<file path="src/core/cpu_timer_pkg.sv">
// Package with register map, field positions and types of the timer block.
package cpu_timer_pkg;

  // ----------------------------------------------------------------------
  // Register byte addresses
  // ----------------------------------------------------------------------
  localparam logic [7:0] ADDR_COUNT_VALUE     = 8'h00;
  localparam logic [7:0] ADDR_PERIOD_VALUE    = 8'h04;
  localparam logic [7:0] ADDR_TIMER_CONTROL   = 8'h08;
  localparam logic [7:0] ADDR_PRESCALE_DIVIDE = 8'h0c;
  localparam logic [7:0] ADDR_PRESCALE_COUNT  = 8'h10;
  localparam logic [7:0] ADDR_IRQ_STATUS      = 8'h14;
  localparam logic [7:0] ADDR_IRQ_MASK        = 8'h18;

  // ----------------------------------------------------------------------
  // Control register fields
  // ----------------------------------------------------------------------
  localparam int BIT_ZERO_FLAG       = 15;
  localparam int BIT_ZERO_IRQ_ENABLE = 14;
  localparam int BIT_FREE_RUN        = 11;
  localparam int BIT_SOFT_STOP       = 10;
  localparam int BIT_RELOAD_REQUEST  = 5;
  localparam int BIT_STOP_CONTROL    = 4;

  // ----------------------------------------------------------------------
  // Reset values
  // ----------------------------------------------------------------------
  localparam logic [31:0] RESET_COUNT_VALUE     = 32'h0000_0000;
  localparam logic [31:0] RESET_PERIOD_VALUE    = 32'h0000_ffff;
  localparam logic [31:0] RESET_PRESCALE_DIVIDE = 32'h0000_0000;
  localparam logic [31:0] RESET_PRESCALE_COUNT  = 32'h0000_0000;

  // ----------------------------------------------------------------------
  // AXI4-Lite responses
  // ----------------------------------------------------------------------
  localparam logic [1:0] RESP_OKAY   = 2'b00;
  localparam logic [1:0] RESP_SLVERR = 2'b10;

  // ----------------------------------------------------------------------
  // Types
  // ----------------------------------------------------------------------
  typedef struct packed {
    logic        zero_irq_enable;
    logic        free_run;
    logic        soft_stop;
    logic        stop_control;
  } ctrl_t;

  typedef struct packed {
    logic        wr_en;
    logic [7:0]  wr_addr;
    logic [31:0] wr_data;
    logic        rd_en;
    logic [7:0]  rd_addr;
  } reg_req_t;

  typedef enum logic [1:0] {
    HALT_NONE = 2'b00,
    HALT_HARD = 2'b01,
    HALT_SOFT = 2'b10
  } halt_mode_t;

  // Chooses the breakpoint behaviour from the two debug bits.
  function automatic halt_mode_t halt_mode(input logic free_run,
                                           input logic soft_stop);
    if (free_run)
      return HALT_NONE;
    else if (soft_stop)
      return HALT_SOFT;
    else
      return HALT_HARD;
  endfunction

endpackage

</file>
<file path="src/core/cpu_timer.sv">
// Top of the 32-bit down-counting timer with control, debug halt and irq.
//
// The implementer's own choices: the AXI4-Lite slave port and the register offsets.
`timescale 1ns/10ps
`default_nettype none
module cpu_timer
  import cpu_timer_pkg::*;
(
  input  wire logic        clk,
  input  wire logic        arst_n,
  input  wire logic        debug_halt,
  input  wire logic [7:0]  s_awaddr,
  input  wire logic        s_awvalid,
  output logic             s_awready,
  input  wire logic [31:0] s_wdata,
  input  wire logic [3:0]  s_wstrb,
  input  wire logic        s_wvalid,
  output logic             s_wready,
  output logic [1:0]       s_bresp,
  output logic             s_bvalid,
  input  wire logic        s_bready,
  input  wire logic [7:0]  s_araddr,
  input  wire logic        s_arvalid,
  output logic             s_arready,
  output logic [31:0]      s_rdata,
  output logic [1:0]       s_rresp,
  output logic             s_rvalid,
  input  wire logic        s_rready,
  output logic             timer_irq,
  output logic             irq
);

  reg_req_t    req;
  logic [31:0] rd_data;
  logic        rd_hit;
  logic        wr_hit;

  logic [31:0] count_value;
  logic [31:0] period_value;
  logic [31:0] prescale_divide;
  logic [31:0] prescale_count;
  ctrl_t       ctrl;
  logic        zero_flag;
  logic        irq_status;
  logic        irq_mask;

  logic [31:0] next_count_value;
  logic [31:0] next_period_value;
  logic [31:0] next_prescale_divide;
  logic [31:0] next_prescale_count;
  ctrl_t       next_ctrl;
  logic        next_zero_flag;
  logic        next_irq_status;
  logic        next_irq_mask;
  logic        next_timer_irq;
  logic        next_irq;

  logic        halted;
  logic        running;
  logic        tick;
  logic        hit_zero;
  logic        reload_now;
  logic        wr_ctrl;

  logic        wr_count;
  logic        wr_period;
  logic        wr_divide;
  logic        wr_prescale;
  logic        wr_status;
  logic        wr_mask;

  // ----------------------------------------------------------------------
  // Bus slave and halt logic
  // ----------------------------------------------------------------------
  cpu_timer_axil u_axil (
    .clk       (clk),
    .arst_n    (arst_n),
    .s_awaddr  (s_awaddr),
    .s_awvalid (s_awvalid),
    .s_awready (s_awready),
    .s_wdata   (s_wdata),
    .s_wstrb   (s_wstrb),
    .s_wvalid  (s_wvalid),
    .s_wready  (s_wready),
    .s_bresp   (s_bresp),
    .s_bvalid  (s_bvalid),
    .s_bready  (s_bready),
    .s_araddr  (s_araddr),
    .s_arvalid (s_arvalid),
    .s_arready (s_arready),
    .s_rdata   (s_rdata),
    .s_rresp   (s_rresp),
    .s_rvalid  (s_rvalid),
    .s_rready  (s_rready),
    .req       (req),
    .rd_data   (rd_data),
    .rd_hit    (rd_hit),
    .wr_hit    (wr_hit)
  );

  // The halt block watches the same tick that decrements the count.
  cpu_timer_halt u_halt (
    .clk        (clk),
    .arst_n     (arst_n),
    .debug_halt (debug_halt),
    .free_run   (ctrl.free_run),
    .soft_stop  (ctrl.soft_stop),
    .decrement  (tick),
    .hit_zero   (hit_zero),
    .halted     (halted)
  );

  // ----------------------------------------------------------------------
  // Address decode
  // ----------------------------------------------------------------------
  // Only the seven whole-word offsets answer; any other address is refused.
  function automatic logic mapped(input logic [7:0] addr);
    return addr == ADDR_COUNT_VALUE || addr == ADDR_PERIOD_VALUE ||
           addr == ADDR_TIMER_CONTROL || addr == ADDR_PRESCALE_DIVIDE ||
           addr == ADDR_PRESCALE_COUNT || addr == ADDR_IRQ_STATUS ||
           addr == ADDR_IRQ_MASK;
  endfunction

  assign wr_hit      = mapped(req.wr_addr);
  assign rd_hit      = mapped(s_araddr);
  assign wr_ctrl     = req.wr_en && req.wr_addr == ADDR_TIMER_CONTROL;
  assign wr_count    = req.wr_en && req.wr_addr == ADDR_COUNT_VALUE;
  assign wr_period   = req.wr_en && req.wr_addr == ADDR_PERIOD_VALUE;
  assign wr_divide   = req.wr_en && req.wr_addr == ADDR_PRESCALE_DIVIDE;
  assign wr_prescale = req.wr_en && req.wr_addr == ADDR_PRESCALE_COUNT;
  assign wr_status   = req.wr_en && req.wr_addr == ADDR_IRQ_STATUS;
  assign wr_mask     = req.wr_en && req.wr_addr == ADDR_IRQ_MASK;

  always_comb
  begin
    rd_data = 32'h0000_0000;
    if (s_araddr == ADDR_COUNT_VALUE)
      rd_data = count_value;
    else if (s_araddr == ADDR_PERIOD_VALUE)
      rd_data = period_value;
    else if (s_araddr == ADDR_TIMER_CONTROL)
    begin
      rd_data[BIT_ZERO_FLAG]       = zero_flag;
      rd_data[BIT_ZERO_IRQ_ENABLE] = ctrl.zero_irq_enable;
      rd_data[BIT_FREE_RUN]        = ctrl.free_run;
      rd_data[BIT_SOFT_STOP]       = ctrl.soft_stop;
      rd_data[BIT_STOP_CONTROL]    = ctrl.stop_control;
      // The reload request is a strobe and never reads back as set.
      rd_data[BIT_RELOAD_REQUEST]  = 1'b0;
    end
    else if (s_araddr == ADDR_PRESCALE_DIVIDE)
      rd_data = prescale_divide;
    else if (s_araddr == ADDR_PRESCALE_COUNT)
      rd_data = prescale_count;
    else if (s_araddr == ADDR_IRQ_STATUS)
      rd_data[0] = irq_status;
    else if (s_araddr == ADDR_IRQ_MASK)
      rd_data[0] = irq_mask;
  end

  // ----------------------------------------------------------------------
  // Counter datapath
  // ----------------------------------------------------------------------
  function automatic logic is_zero(input logic [31:0] value);
    return value == 32'h0000_0000;
  endfunction

  function automatic logic [31:0] minus_one(input logic [31:0] value);
    return value - 32'h0000_0001;
  endfunction

  // Counting pauses while the timer is stopped or held at a breakpoint.
  assign running    = !ctrl.stop_control && !halted;
  assign tick       = running && is_zero(prescale_count);
  // The flag marks a decrement from one, never a reload from zero.
  assign hit_zero   = tick && count_value == 32'h0000_0001;
  assign reload_now = wr_ctrl && req.wr_data[BIT_RELOAD_REQUEST];

  always_comb
  begin
    next_count_value    = count_value;
    next_prescale_count = prescale_count;
    next_period_value   = period_value;
    next_prescale_divide = prescale_divide;
    if (wr_period)
      next_period_value = req.wr_data;
    if (wr_divide)
      next_prescale_divide = req.wr_data;
    if (running)
    begin
      if (tick)
      begin
        next_prescale_count = prescale_divide;
        // A zero count reloads at the following prescaler tick.
        if (is_zero(count_value))
          next_count_value = period_value;
        else
          next_count_value = minus_one(count_value);
      end
      else
        next_prescale_count = minus_one(prescale_count);
    end
    if (wr_count)
      next_count_value = req.wr_data;
    if (wr_prescale)
      next_prescale_count = req.wr_data;
    // A reload request overrides a direct count write in the same cycle.
    if (reload_now)
    begin
      next_count_value    = period_value;
      next_prescale_count = prescale_divide;
    end
  end

  always_ff @(posedge clk or negedge arst_n)
  begin
    if (!arst_n)
    begin
      count_value     <= RESET_COUNT_VALUE;
      period_value    <= RESET_PERIOD_VALUE;
      prescale_divide <= RESET_PRESCALE_DIVIDE;
      prescale_count  <= RESET_PRESCALE_COUNT;
    end
    else
    begin
      count_value     <= next_count_value;
      period_value    <= next_period_value;
      prescale_divide <= next_prescale_divide;
      prescale_count  <= next_prescale_count;
    end
  end

  // ----------------------------------------------------------------------
  // Control, flag and interrupt state
  // ----------------------------------------------------------------------
  always_comb
  begin
    next_ctrl       = ctrl;
    next_zero_flag  = zero_flag;
    next_irq_status = irq_status;
    next_irq_mask   = irq_mask;
    if (wr_ctrl)
    begin
      next_ctrl.zero_irq_enable = req.wr_data[BIT_ZERO_IRQ_ENABLE];
      next_ctrl.free_run        = req.wr_data[BIT_FREE_RUN];
      next_ctrl.soft_stop       = req.wr_data[BIT_SOFT_STOP];
      next_ctrl.stop_control    = req.wr_data[BIT_STOP_CONTROL];
      // A one clears the flag; a zero leaves it as it is.
      if (req.wr_data[BIT_ZERO_FLAG])
        next_zero_flag = 1'b0;
    end
    if (wr_status && req.wr_data[0])
      next_irq_status = 1'b0;
    if (wr_mask)
      next_irq_mask = req.wr_data[0];
    // Setting wins over a clear arriving in the same cycle.
    if (hit_zero)
    begin
      next_zero_flag  = 1'b1;
      next_irq_status = 1'b1;
    end
    // Both lines use next values so they rise with the flag they follow.
    next_timer_irq = next_zero_flag && next_ctrl.zero_irq_enable;
    next_irq       = next_irq_status && next_irq_mask;
  end

  always_ff @(posedge clk or negedge arst_n)
  begin
    if (!arst_n)
    begin
      ctrl       <= '0;
      zero_flag  <= 1'b0;
      irq_status <= 1'b0;
      irq_mask   <= 1'b0;
      timer_irq  <= 1'b0;
      irq        <= 1'b0;
    end
    else
    begin
      ctrl       <= next_ctrl;
      zero_flag  <= next_zero_flag;
      irq_status <= next_irq_status;
      irq_mask   <= next_irq_mask;
      timer_irq  <= next_timer_irq;
      irq        <= next_irq;
    end
  end

endmodule // cpu_timer
`default_nettype wire

</file>
<file path="src/core/cpu_timer_axil.sv">
// AXI4-Lite slave front end turning bus transfers into register strobes.
`timescale 1ns/10ps
`default_nettype none
module cpu_timer_axil
  import cpu_timer_pkg::*;
(
  input  wire logic        clk,
  input  wire logic        arst_n,
  input  wire logic [7:0]  s_awaddr,
  input  wire logic        s_awvalid,
  output logic             s_awready,
  input  wire logic [31:0] s_wdata,
  input  wire logic [3:0]  s_wstrb,
  input  wire logic        s_wvalid,
  output logic             s_wready,
  output logic [1:0]       s_bresp,
  output logic             s_bvalid,
  input  wire logic        s_bready,
  input  wire logic [7:0]  s_araddr,
  input  wire logic        s_arvalid,
  output logic             s_arready,
  output logic [31:0]      s_rdata,
  output logic [1:0]       s_rresp,
  output logic             s_rvalid,
  input  wire logic        s_rready,
  output reg_req_t         req,
  input  wire logic [31:0] rd_data,
  input  wire logic        rd_hit,
  input  wire logic        wr_hit
);

  logic        aw_held;
  logic [7:0]  aw_addr;
  logic        w_held;
  logic [31:0] w_data;
  logic [3:0]  w_strb;
  logic        next_aw_held;
  logic [7:0]  next_aw_addr;
  logic        next_w_held;
  logic [31:0] next_w_data;
  logic [3:0]  next_w_strb;
  logic        next_bvalid;
  logic [1:0]  next_bresp;
  logic        next_rvalid;
  logic [1:0]  next_rresp;
  logic [31:0] next_rdata;
  logic        do_write;

  // ----------------------------------------------------------------------
  // Channel handshakes
  // ----------------------------------------------------------------------
  assign s_awready = !aw_held && !s_bvalid;
  assign s_wready  = !w_held && !s_bvalid;
  assign s_arready = !s_rvalid;
  assign do_write  = aw_held && w_held && !s_bvalid;

  always_comb
  begin
    next_aw_held = aw_held;
    next_aw_addr = aw_addr;
    next_w_held  = w_held;
    next_w_data  = w_data;
    next_w_strb  = w_strb;
    next_bvalid  = s_bvalid;
    next_bresp   = s_bresp;
    next_rvalid  = s_rvalid;
    next_rresp   = s_rresp;
    next_rdata   = s_rdata;
    req          = '0;
    if (s_awvalid && s_awready)
    begin
      next_aw_held = 1'b1;
      next_aw_addr = s_awaddr;
    end
    if (s_wvalid && s_wready)
    begin
      next_w_held = 1'b1;
      next_w_data = s_wdata;
      next_w_strb = s_wstrb;
    end
    // Partial strobes are refused; the registers only take whole words.
    if (do_write)
    begin
      req.wr_en    = (w_strb == 4'hf);
      req.wr_addr  = aw_addr;
      req.wr_data  = w_data;
      next_aw_held = 1'b0;
      next_w_held  = 1'b0;
      next_bvalid  = 1'b1;
      next_bresp   = (wr_hit && w_strb == 4'hf) ? RESP_OKAY : RESP_SLVERR;
    end
    else if (s_bvalid && s_bready)
      next_bvalid = 1'b0;
    if (s_arvalid && s_arready)
    begin
      req.rd_en   = 1'b1;
      req.rd_addr = s_araddr;
      next_rvalid = 1'b1;
      next_rdata  = rd_data;
      next_rresp  = rd_hit ? RESP_OKAY : RESP_SLVERR;
    end
    else if (s_rvalid && s_rready)
      next_rvalid = 1'b0;
  end

  always_ff @(posedge clk or negedge arst_n)
  begin
    if (!arst_n)
    begin
      aw_held  <= 1'b0;
      aw_addr  <= 8'h00;
      w_held   <= 1'b0;
      w_data   <= 32'h0000_0000;
      w_strb   <= 4'h0;
      s_bvalid <= 1'b0;
      s_bresp  <= RESP_OKAY;
      s_rvalid <= 1'b0;
      s_rresp  <= RESP_OKAY;
      s_rdata  <= 32'h0000_0000;
    end
    else
    begin
      aw_held  <= next_aw_held;
      aw_addr  <= next_aw_addr;
      w_held   <= next_w_held;
      w_data   <= next_w_data;
      w_strb   <= next_w_strb;
      s_bvalid <= next_bvalid;
      s_bresp  <= next_bresp;
      s_rvalid <= next_rvalid;
      s_rresp  <= next_rresp;
      s_rdata  <= next_rdata;
    end
  end

endmodule // cpu_timer_axil
`default_nettype wire

</file>
<file path="src/core/cpu_timer_halt.sv">
// Breakpoint halt decision for the free-run, soft-stop and hard-stop modes.
`timescale 1ns/10ps
`default_nettype none
module cpu_timer_halt
  import cpu_timer_pkg::*;
(
  input  wire logic clk,
  input  wire logic arst_n,
  input  wire logic debug_halt,
  input  wire logic free_run,
  input  wire logic soft_stop,
  input  wire logic decrement,
  input  wire logic hit_zero,
  output logic      halted
);

  halt_mode_t mode;
  logic       next_halted;

  assign mode = halt_mode(free_run, soft_stop);

  // Halting latches at the deciding decrement and releases with debug_halt.
  always_comb
  begin
    next_halted = halted;
    if (!debug_halt)
      next_halted = 1'b0;
    else
    begin
      case (mode)
        HALT_NONE: next_halted = 1'b0;
        HALT_HARD: if (decrement) next_halted = 1'b1;
        HALT_SOFT: if (hit_zero) next_halted = 1'b1;
        default:   next_halted = 1'b0;
      endcase
    end
  end

  always_ff @(posedge clk or negedge arst_n)
  begin
    if (!arst_n)
      halted <= 1'b0;
    else
      halted <= next_halted;
  end

endmodule // cpu_timer_halt
`default_nettype wire

</file>
<file path="config.mk">
export PLATFORM = sky130hd
export DESIGN_NAME = cpu_timer
export DESIGN_NICKNAME = d
export VERILOG_FILES = /design/src/core/cpu_timer_pkg.sv /design/src/core/cpu_timer.sv /design/src/core/cpu_timer_axil.sv /design/src/core/cpu_timer_halt.sv
export SDC_FILE = /design/constraint.sdc
export NUM_CORES = 1
export LEC_CHECK = 0
export ABC_AREA = 0
export BUFFER_PORTS_ARGS = -buffer_cell sky130_fd_sc_hd__buf_2
export CORE_ASPECT_RATIO = 1.5
export CORE_MARGIN = 2
export CORE_UTILIZATION = 65
export CTS_CLUSTER_DIAMETER = 80
export CTS_CLUSTER_SIZE = 14
export DETAILED_ROUTE_END_ITERATION = 16
export PLACE_DENSITY_LB_ADDON = 0.08
export SKIP_CTS_REPAIR_TIMING = 1
export SLEW_MARGIN = 10
export SYNTH_ARGS = -nofsm -noshare
export SYNTH_HDL_FRONTEND = slang
export SYNTH_SLANG_ARGS = --single-unit
export TNS_END_PERCENT = 50
</file>
<file path="constraint.sdc">
create_clock -name clk -period 6.4 [get_ports clk]
set_input_delay 1.28 -clock clk [delete_from_list [all_inputs] [get_ports clk]]
set_output_delay 1.28 -clock clk [all_outputs]
set_load 0.05 [all_outputs]
</file>
==> flow_summary.ini, run 1 <==
[routing]
route.detailed.drc = 0
viasPerCell = 7.055
drtIter0Drc = 1588
num_vias = 11147
wl_um = 37510
antenna_left = 0
routedWlPerCell_um = 23.74
dr.pass1.iters = 10

[clocking]
cts.sinks = 220
clk_pin_slew_worst_paths_ns = 0.07
cts_tree = built
h-tree-depth = 1
clock-root-buffer = clkbuf_16
clk_latency_ns = 0.50
cts_buffers = 19
clockBufferDepth = 3

[synth]
yosysWarningCount = 0
netlist-cell-type-count = 84
synth_ff_type = dfrtp_1
postSynthAreaPerCell_um2 = 9.107
syn_inst = 1296
synth-edff-count = 0
ys_seq_area_share_pct = 46.81
ys_async_sr_fraction_pct = 100.0
syn_area_um2 = 11800
yosys_register_bits = 220

[layout]
fin_nets = 1415
final_common_cell = dfrtp_1
fin_cells = 1580
fill_cells = 1434
layout-drive-gt1-share_pct = 17.98
areaGrowthSynthToFinish_pct = 10.13
regArea_um2 = 5525
layout_common_cells = dfrtp_1 (204), nand2_1 (185), o21ai_0 (124)
multi_input_area_um2 = 5901
antenna_cells = 0

[pwr]
p_leak_uw = 0.005422
vdd_ir_drop_max_mv = 0.4375
total_power_uw = 4326
powerDensity_nw_per_um2 = 332.8

[worst_setup_path]
cp-endpoint = count_value[9]$_DFFE_PN0P_
critPathMaxStageDelay_ns = 0.82
critPathLaunchType = flop
path_class = reg2reg
path_max_fanout = 31
path_cells = nor4_1 -> nand4b_1 -> or3_1 -> nand2_1 -> o21ai_0 -> a22oi_1
ff2ff_path_depth = 6
critPathCaptureType = flop
r2r_end = count_value[9]$_DFFE_PN0P_
critPathSlowestCell = nand2_1
cp-startpoint = prescale_count[8]$_DFFE_PN0P_
r2r_setup_slack_ns = 2.64
crit-reg2reg-launch = prescale_count[8]$_DFFE_PN0P_
crit_required_ns = 6.79
worstPathArrival_ns = 4.15

[sta]
setup_violations = 0
hold_viol = 0
tightest_slew_ns = 1.145
slew_violations = 0
clock_skew_ns = 0.01434
slew_headroom_pct = 23.37
hold_ws_ns = 0.4890
post-route-period-util_pct = 58.76
max_freq_mhz = 265.9
timing.final.ws_setup_ns = 2.639
rsz0062_at_grt = false
min_period_ns = 3.761
fin_tns_setup_ns = 0

[floorplanning]
start_util_pct = 66.06
dieArea_um2 = 19270
die_y_um = 169.0
coreArea_um2 = 17870
die_w_um = 114.0
rows = 60
ios = 103

[flow_run]
maxCapViolCount = 0

[grt]
grt_pass1_vias = 10602
grt_overflow = 0
grt_start_max_net_pins = 117
grt_use_total_pct = 39.60
grt_pass1_wl_um = 59160
antenna_found_initial = 0

[placed_design]
dp_hpwl_um = 26020
gp_congestion = 0.9910
pre_cts_slack_ns = 2.538
dp_cells = 1548
port-buffer-count = 100

[min_path]
hp-class = reg2reg

[run_status]
status = finished, final reports clean
## metrics by stage
step | cell area, µm² | utilization, %
after floorplan | 11810 | -
after global placement | 12450 | 69.67
after detailed placement | 12450 | 69.67
after CTS | 13000 | 72.75
after global routing | 13000 | 72.75
final | 13000 | 72.75
## flip-flops by register name (all words and copies together) (netlist names), 4 cells and up
name	flops
count_value	32
period_value	32
prescale_count	32
prescale_divide	32
u_axil.s_rdata	32
u_axil.w_data	32
u_axil.aw_addr	8
ctrl	4
u_axil.w_strb	4
## cell families (layout without fill, tap and decap cells)
family,count (synthesis),in the layout,share of synthesized area [%]
buffers and inverters,103,169,3.594
other,1,2,0.03177
and+or+nand+nor,496,496,20.52
muxes,50,50,4.739
AOI/OAI and AO/OA,397,397,22.05
xor gates and xnor gates,26,26,1.929
adders and majority gates,3,3,0.3181
DFF,220,220,46.81
## cells in the mapped netlist, types with 4 or more instances
master | count | area (µm²)
a211o_1 | 6 | 52.55
a211oi_1 | 7 | 52.55
a21o_1 | 6 | 45.04
a21oi_1 | 44 | 220.2
a222oi_1 | 6 | 60.06
a22oi_1 | 60 | 450.4
a31oi_1 | 45 | 281.5
and2_1 | 6 | 37.54
and3_1 | 4 | 25.02
buf_2 | 12 | 60.06
clkbuf_1 | 76 | 285.3
dfrtp_1 | 204 | 5105
dfstp_2 | 16 | 420.4
inv_1 | 10 | 37.54
mux2_2 | 47 | 529.3
nand2_1 | 186 | 698.2
nand2b_1 | 7 | 43.79
nand3_1 | 31 | 155.2
nand4_1 | 16 | 100.1
nand4b_1 | 5 | 43.79
nor2_1 | 112 | 420.4
nor2b_1 | 7 | 43.79
nor3_1 | 39 | 195.2
nor4_1 | 22 | 137.6
o211ai_1 | 16 | 120.1
o21a_1 | 6 | 45.04
o21ai_0 | 124 | 620.6
o221ai_1 | 9 | 78.83
o22ai_1 | 15 | 93.84
o31ai_1 | 9 | 67.56
or2_2 | 9 | 56.30
or3_1 | 14 | 87.58
or4_1 | 10 | 75.07
xnor2_1 | 9 | 78.83
xor2_1 | 17 | 148.9
## cell type report
cell class | instances | share of cell area [%]
Timing Repair Buffer | 127 | 5.487
Sequential cell | 220 | 42.51
Clock inverter | 1 | 0.2310
Tap cell | 217 | 2.089
Clock buffer | 31 | 4.004
Inverter | 10 | 0.2888
Multi-Input combinational cell | 974 | 45.39
## how the worst min path moves through the flow
stage | startpoint | end | slack (ns) | cells after the start
after global placement | u_axil.s_bresp[1]$_DFFE_PN0N_ | u_axil.s_bresp[1]$_DFFE_PN0N_ | 0.47 | 1
after detailed placement | u_axil.s_bresp[1]$_DFFE_PN0N_ | u_axil.s_bresp[1]$_DFFE_PN0N_ | 0.47 | 1
after floorplan | period_value[6]$_DFFE_PN1P_ | period_value[6]$_DFFE_PN1P_ | 0.46 | 2
after CTS | u_axil.s_rdata[14]$_DFFE_PN0P_ | u_axil.s_rdata[14]$_DFFE_PN0P_ | 0.49 | 1
after global routing | period_value[13]$_DFFE_PN1P_ | period_value[13]$_DFFE_PN1P_ | 0.51 | 2
final | u_axil.s_rdata[14]$_DFFE_PN0P_ | u_axil.s_rdata[14]$_DFFE_PN0P_ | 0.49 | 1
## power by group
part           internal (µW)  leakage, µW  total [µW]  switching, µW
clock                    595     0.000262        1100            508
combinational            445      0.00239        1180            736
sequential              1660      0.00277        2040            382
total                   2700      0.00542        4330           1630
## worst max-delay path: cells and delay by family (launching register included)
family	cells	cell delay, ns
DFF	1	0.46
AOI/OAI and AO/OA	2	0.46
and+or+nand+nor	4	2.73
## layer usage
layer  GRT usage (%)  up-vias  wire [µm]
li1                -     4910          -
met1           55.25     5263      14120
met2           61.18      833      17030
met3           6.910      141       4612
met4           17.23        0       1746
met5               0        -          0
Power figures use the tool's default switching activity.
==> run 2: changes to the inputs <==
Settings changed: ABC_AREA 0 to 1, CORE_UTILIZATION 65 to 55.
Clock period 6.4 ns to 3.2 ns, I/O delays scaled along.
==> run 2 against run 1 <==
Compared with the run above:
- sequential share of layout area decreased by 4.7 points
- sequential power increased by 79%
- critical path depth increased by 4
- clock power increased by 100%
- global-route usage decreased by 4.2 points
- power increased by 120%
- combinational power increased to 2.9 times the previous value
- final cell count increased by 48%
- highest routed layer unchanged
==> flow_summary.ini, run 2 <==
[grt]
grt_pass1_wl_um = 69500
grt_use_total_pct = 35.44
grt_overflow = 0
antenna_found_initial = 0
grt_pass1_vias = 12658
grt_start_max_net_pins = 74

[clocking]
cts_tree = built
cts.sinks = 220
cts_buffers = 19
clockBufferDepth = 3
clk_pin_slew_worst_paths_ns = 0.07
clk_latency_ns = 0.51
clock-root-buffer = clkbuf_16
h-tree-depth = 1

[synth]
yosysWarningCount = 0
syn_inst = 1932
ys_seq_area_share_pct = 41.81
synth_top_area_share_pct = 38.63
synthTopCellsByCount = nand2_1 (647), inv_1 (223), dfrtp_1 (204)
yosys_register_bits = 220
syn_area_um2 = 13220
netlist-cell-type-count = 39
synth-edff-count = 0
synthTopCellsByArea = dfrtp_1 (39%), nand2_1 (18%), o21ai_0 (7.5%), inv_1 (6.3%), nor2_1 (5.7%)
synth.most_common_cell = nand2_1
synth_ff_type = dfrtp_1
ys_async_sr_fraction_pct = 100.0
postSynthAreaPerCell_um2 = 6.840
synth_top_area_cell = dfrtp_1

[routing]
drtIter0Drc = 1109
routedWlPerCell_um = 18.95
num_vias = 13085
dr.pass1.iters = 6
wl_um = 44350
viasPerCell = 5.592
antenna_left = 0
route.detailed.drc = 0

[pwr]
p_leak_uw = 0.007510
intPower_uw = 5502
seqPwrFrac_pct = 39.2
vdd_ir_drop_max_mv = 0.7396
p_sw_uw = 3824
powerDensity_nw_per_um2 = 637.7
clkPwrFrac_pct = 24.1
p_sw_share_pct = 41.00
p_comb_share_pct = 36.7

[placed_design]
dpl_cell_area_um2 = 14070
gp_congestion = 0.9480
dp_hpwl_um = 33120
port-buffer-count = 100

[worst_setup_path]
crit_required_ns = 3.64
critPathCaptureType = flop
path_class = reg2reg
path_max_fanout = 39
worstPathArrival_ns = 3.14
critPathLaunchType = flop

[floorplanning]
coreArea_um2 = 23660
start_util_pct = 55.87
dieArea_um2 = 25310
die_y_um = 193.8
rows = 69
ios = 103
die_w_um = 130.6

[layout]
fin_nets = 2072
antenna_cells = 0
layout-drive-gt1-share_pct = 11.08
design_area_um2 = 14630
final_common_cell = nand2_1
areaGrowthSynthToFinish_pct = 10.67
layout_common_cells = nand2_1 (645), inv_1 (223), dfrtp_1 (204)

[sta]
slew_headroom_pct = 31.07
hold_viol = 0
max_freq_mhz = 370.2
setup_violations = 0
rsz0062_at_grt = false
tightest_slew_ns = 1.033
post-route-period-util_pct = 84.41
clock_skew_ns = 0.01595
min_period_ns = 2.701
slew_violations = 0
fin_tns_setup_ns = 0

[run_status]
status = finished, final reports clean

[min_path]
hp-class = in2async

[flow_run]
maxCapViolCount = 0
## run 2: cell count changes after synthesis, sizes merged, moves of 44 or more
cell and delta:
a31oi -44, nor2 +96, nand2 +465, a22oi -60, o21ai +80, inv +221
nand3 +99
## run 2: stage by stage
step / hold WS, ns / utilization, % / instances / worst slack, ns / power (µW)
after CTS: 0.1134 / 61.83 / 2340 / 0.5017 / 9322
final: 0.09334 / 61.83 / 2340 / 0.4988 / 9326
after detailed placement: 0.4602 / 59.48 / 2307 / 0.3545 / 7058
after global routing: 0.1306 / 61.83 / 2340 / 0.2320 / 9872
after global placement: 0.4568 / 59.48 / 2307 / 0.3874 / 7023
after floorplan: 0.3444 / - / 1933 / 0.7896 / 5894
## run 2: path summary, 6_finish.rpt
check / start / endpoint / slack (ns) / depth (start not counted)
worst min-delay path: arst_n / u_axil.w_data[2]$_DFFE_PN0P_ / 0.09 / 1
max in group asynchronous: arst_n / period_value[10]$_DFFE_PN1P_ / 2.21 / 2
min in group clk: s_rready / u_axil.s_rvalid$_DFFE_PN0P_ / 0.33 / 2
worst max-delay path: u_axil.w_held$_DFFE_PN0P_ / prescale_count[28]$_DFFE_PN0P_ / 0.50 / 10
worst min register to register: u_axil.s_rdata[31]$_DFFE_PN0P_ / u_axil.s_rdata[31]$_DFFE_PN0P_ / 0.47 / 2
worst max register to register: u_axil.w_held$_DFFE_PN0P_ / prescale_count[28]$_DFFE_PN0P_ / 0.50 / 10
## run 2: layout make-up
| type | instances | area, µm² |
|---|---|---|
| Tap cell | 319 | 399.1 |
| Fill cell | 2347 | 9030 |
| Sequential cell | 220 | 5525 |
| Clock inverter | 1 | 30.03 |
| Clock buffer | 32 | 524.3 |
| Multi-Input combinational cell | 1400 | 6445 |
| Inverter | 232 | 870.8 |
| Timing Repair Buffer | 136 | 830.8 |
## run 2: kinds of logic (layout without fill, tap and decap cells)
kind of cell	after synthesis	in the layout	synth area share, %
AOI/OAI and AO/OA	309	309	12.39
muxes	25	25	2.130
buffers and inverters	313	401	9.506
adders and majority gates	3	3	0.2841
and+or+nand+nor	1032	1032	31.93
other	1	2	0.02838
xor gates and xnor gates	29	29	1.922
DFF	220	220	41.81
## run 2: critical path, cell delays in order, from the launching register on
cell and delay [ns]:
dfrtp_1 0.39, nand2_1 0.11, nor2_4 0.34, nand2_1 0.17, nor2_4 0.19, nand4_4 0.30
nand2_2 0.38, inv_2 0.36, a21oi_1 0.24, nand2_1 0.08, nand2_1 0.05
## run 2: power by group through the flow
stage | clock (µW) | sequential [µW] | combinational, µW
2_1_floorplan | 0 | 3590 | 2300
3_3_place_gp | 0 | 3690 | 3340
3_5_place_dp | 0 | 3690 | 3360
4_1_cts | 2290 | 3650 | 3390
5_1_grt | 2370 | 3710 | 3790
6_report | 2240 | 3660 | 3430
## run 2: metal layers
metal  GRT usage, %  up-vias  routed length, µm
met5              0        -                  0
met4          14.54        0               1989
met3          5.767       90               3449
met2          57.00      568              20820
met1          47.35     6159              18100
li1               -     6268                  -
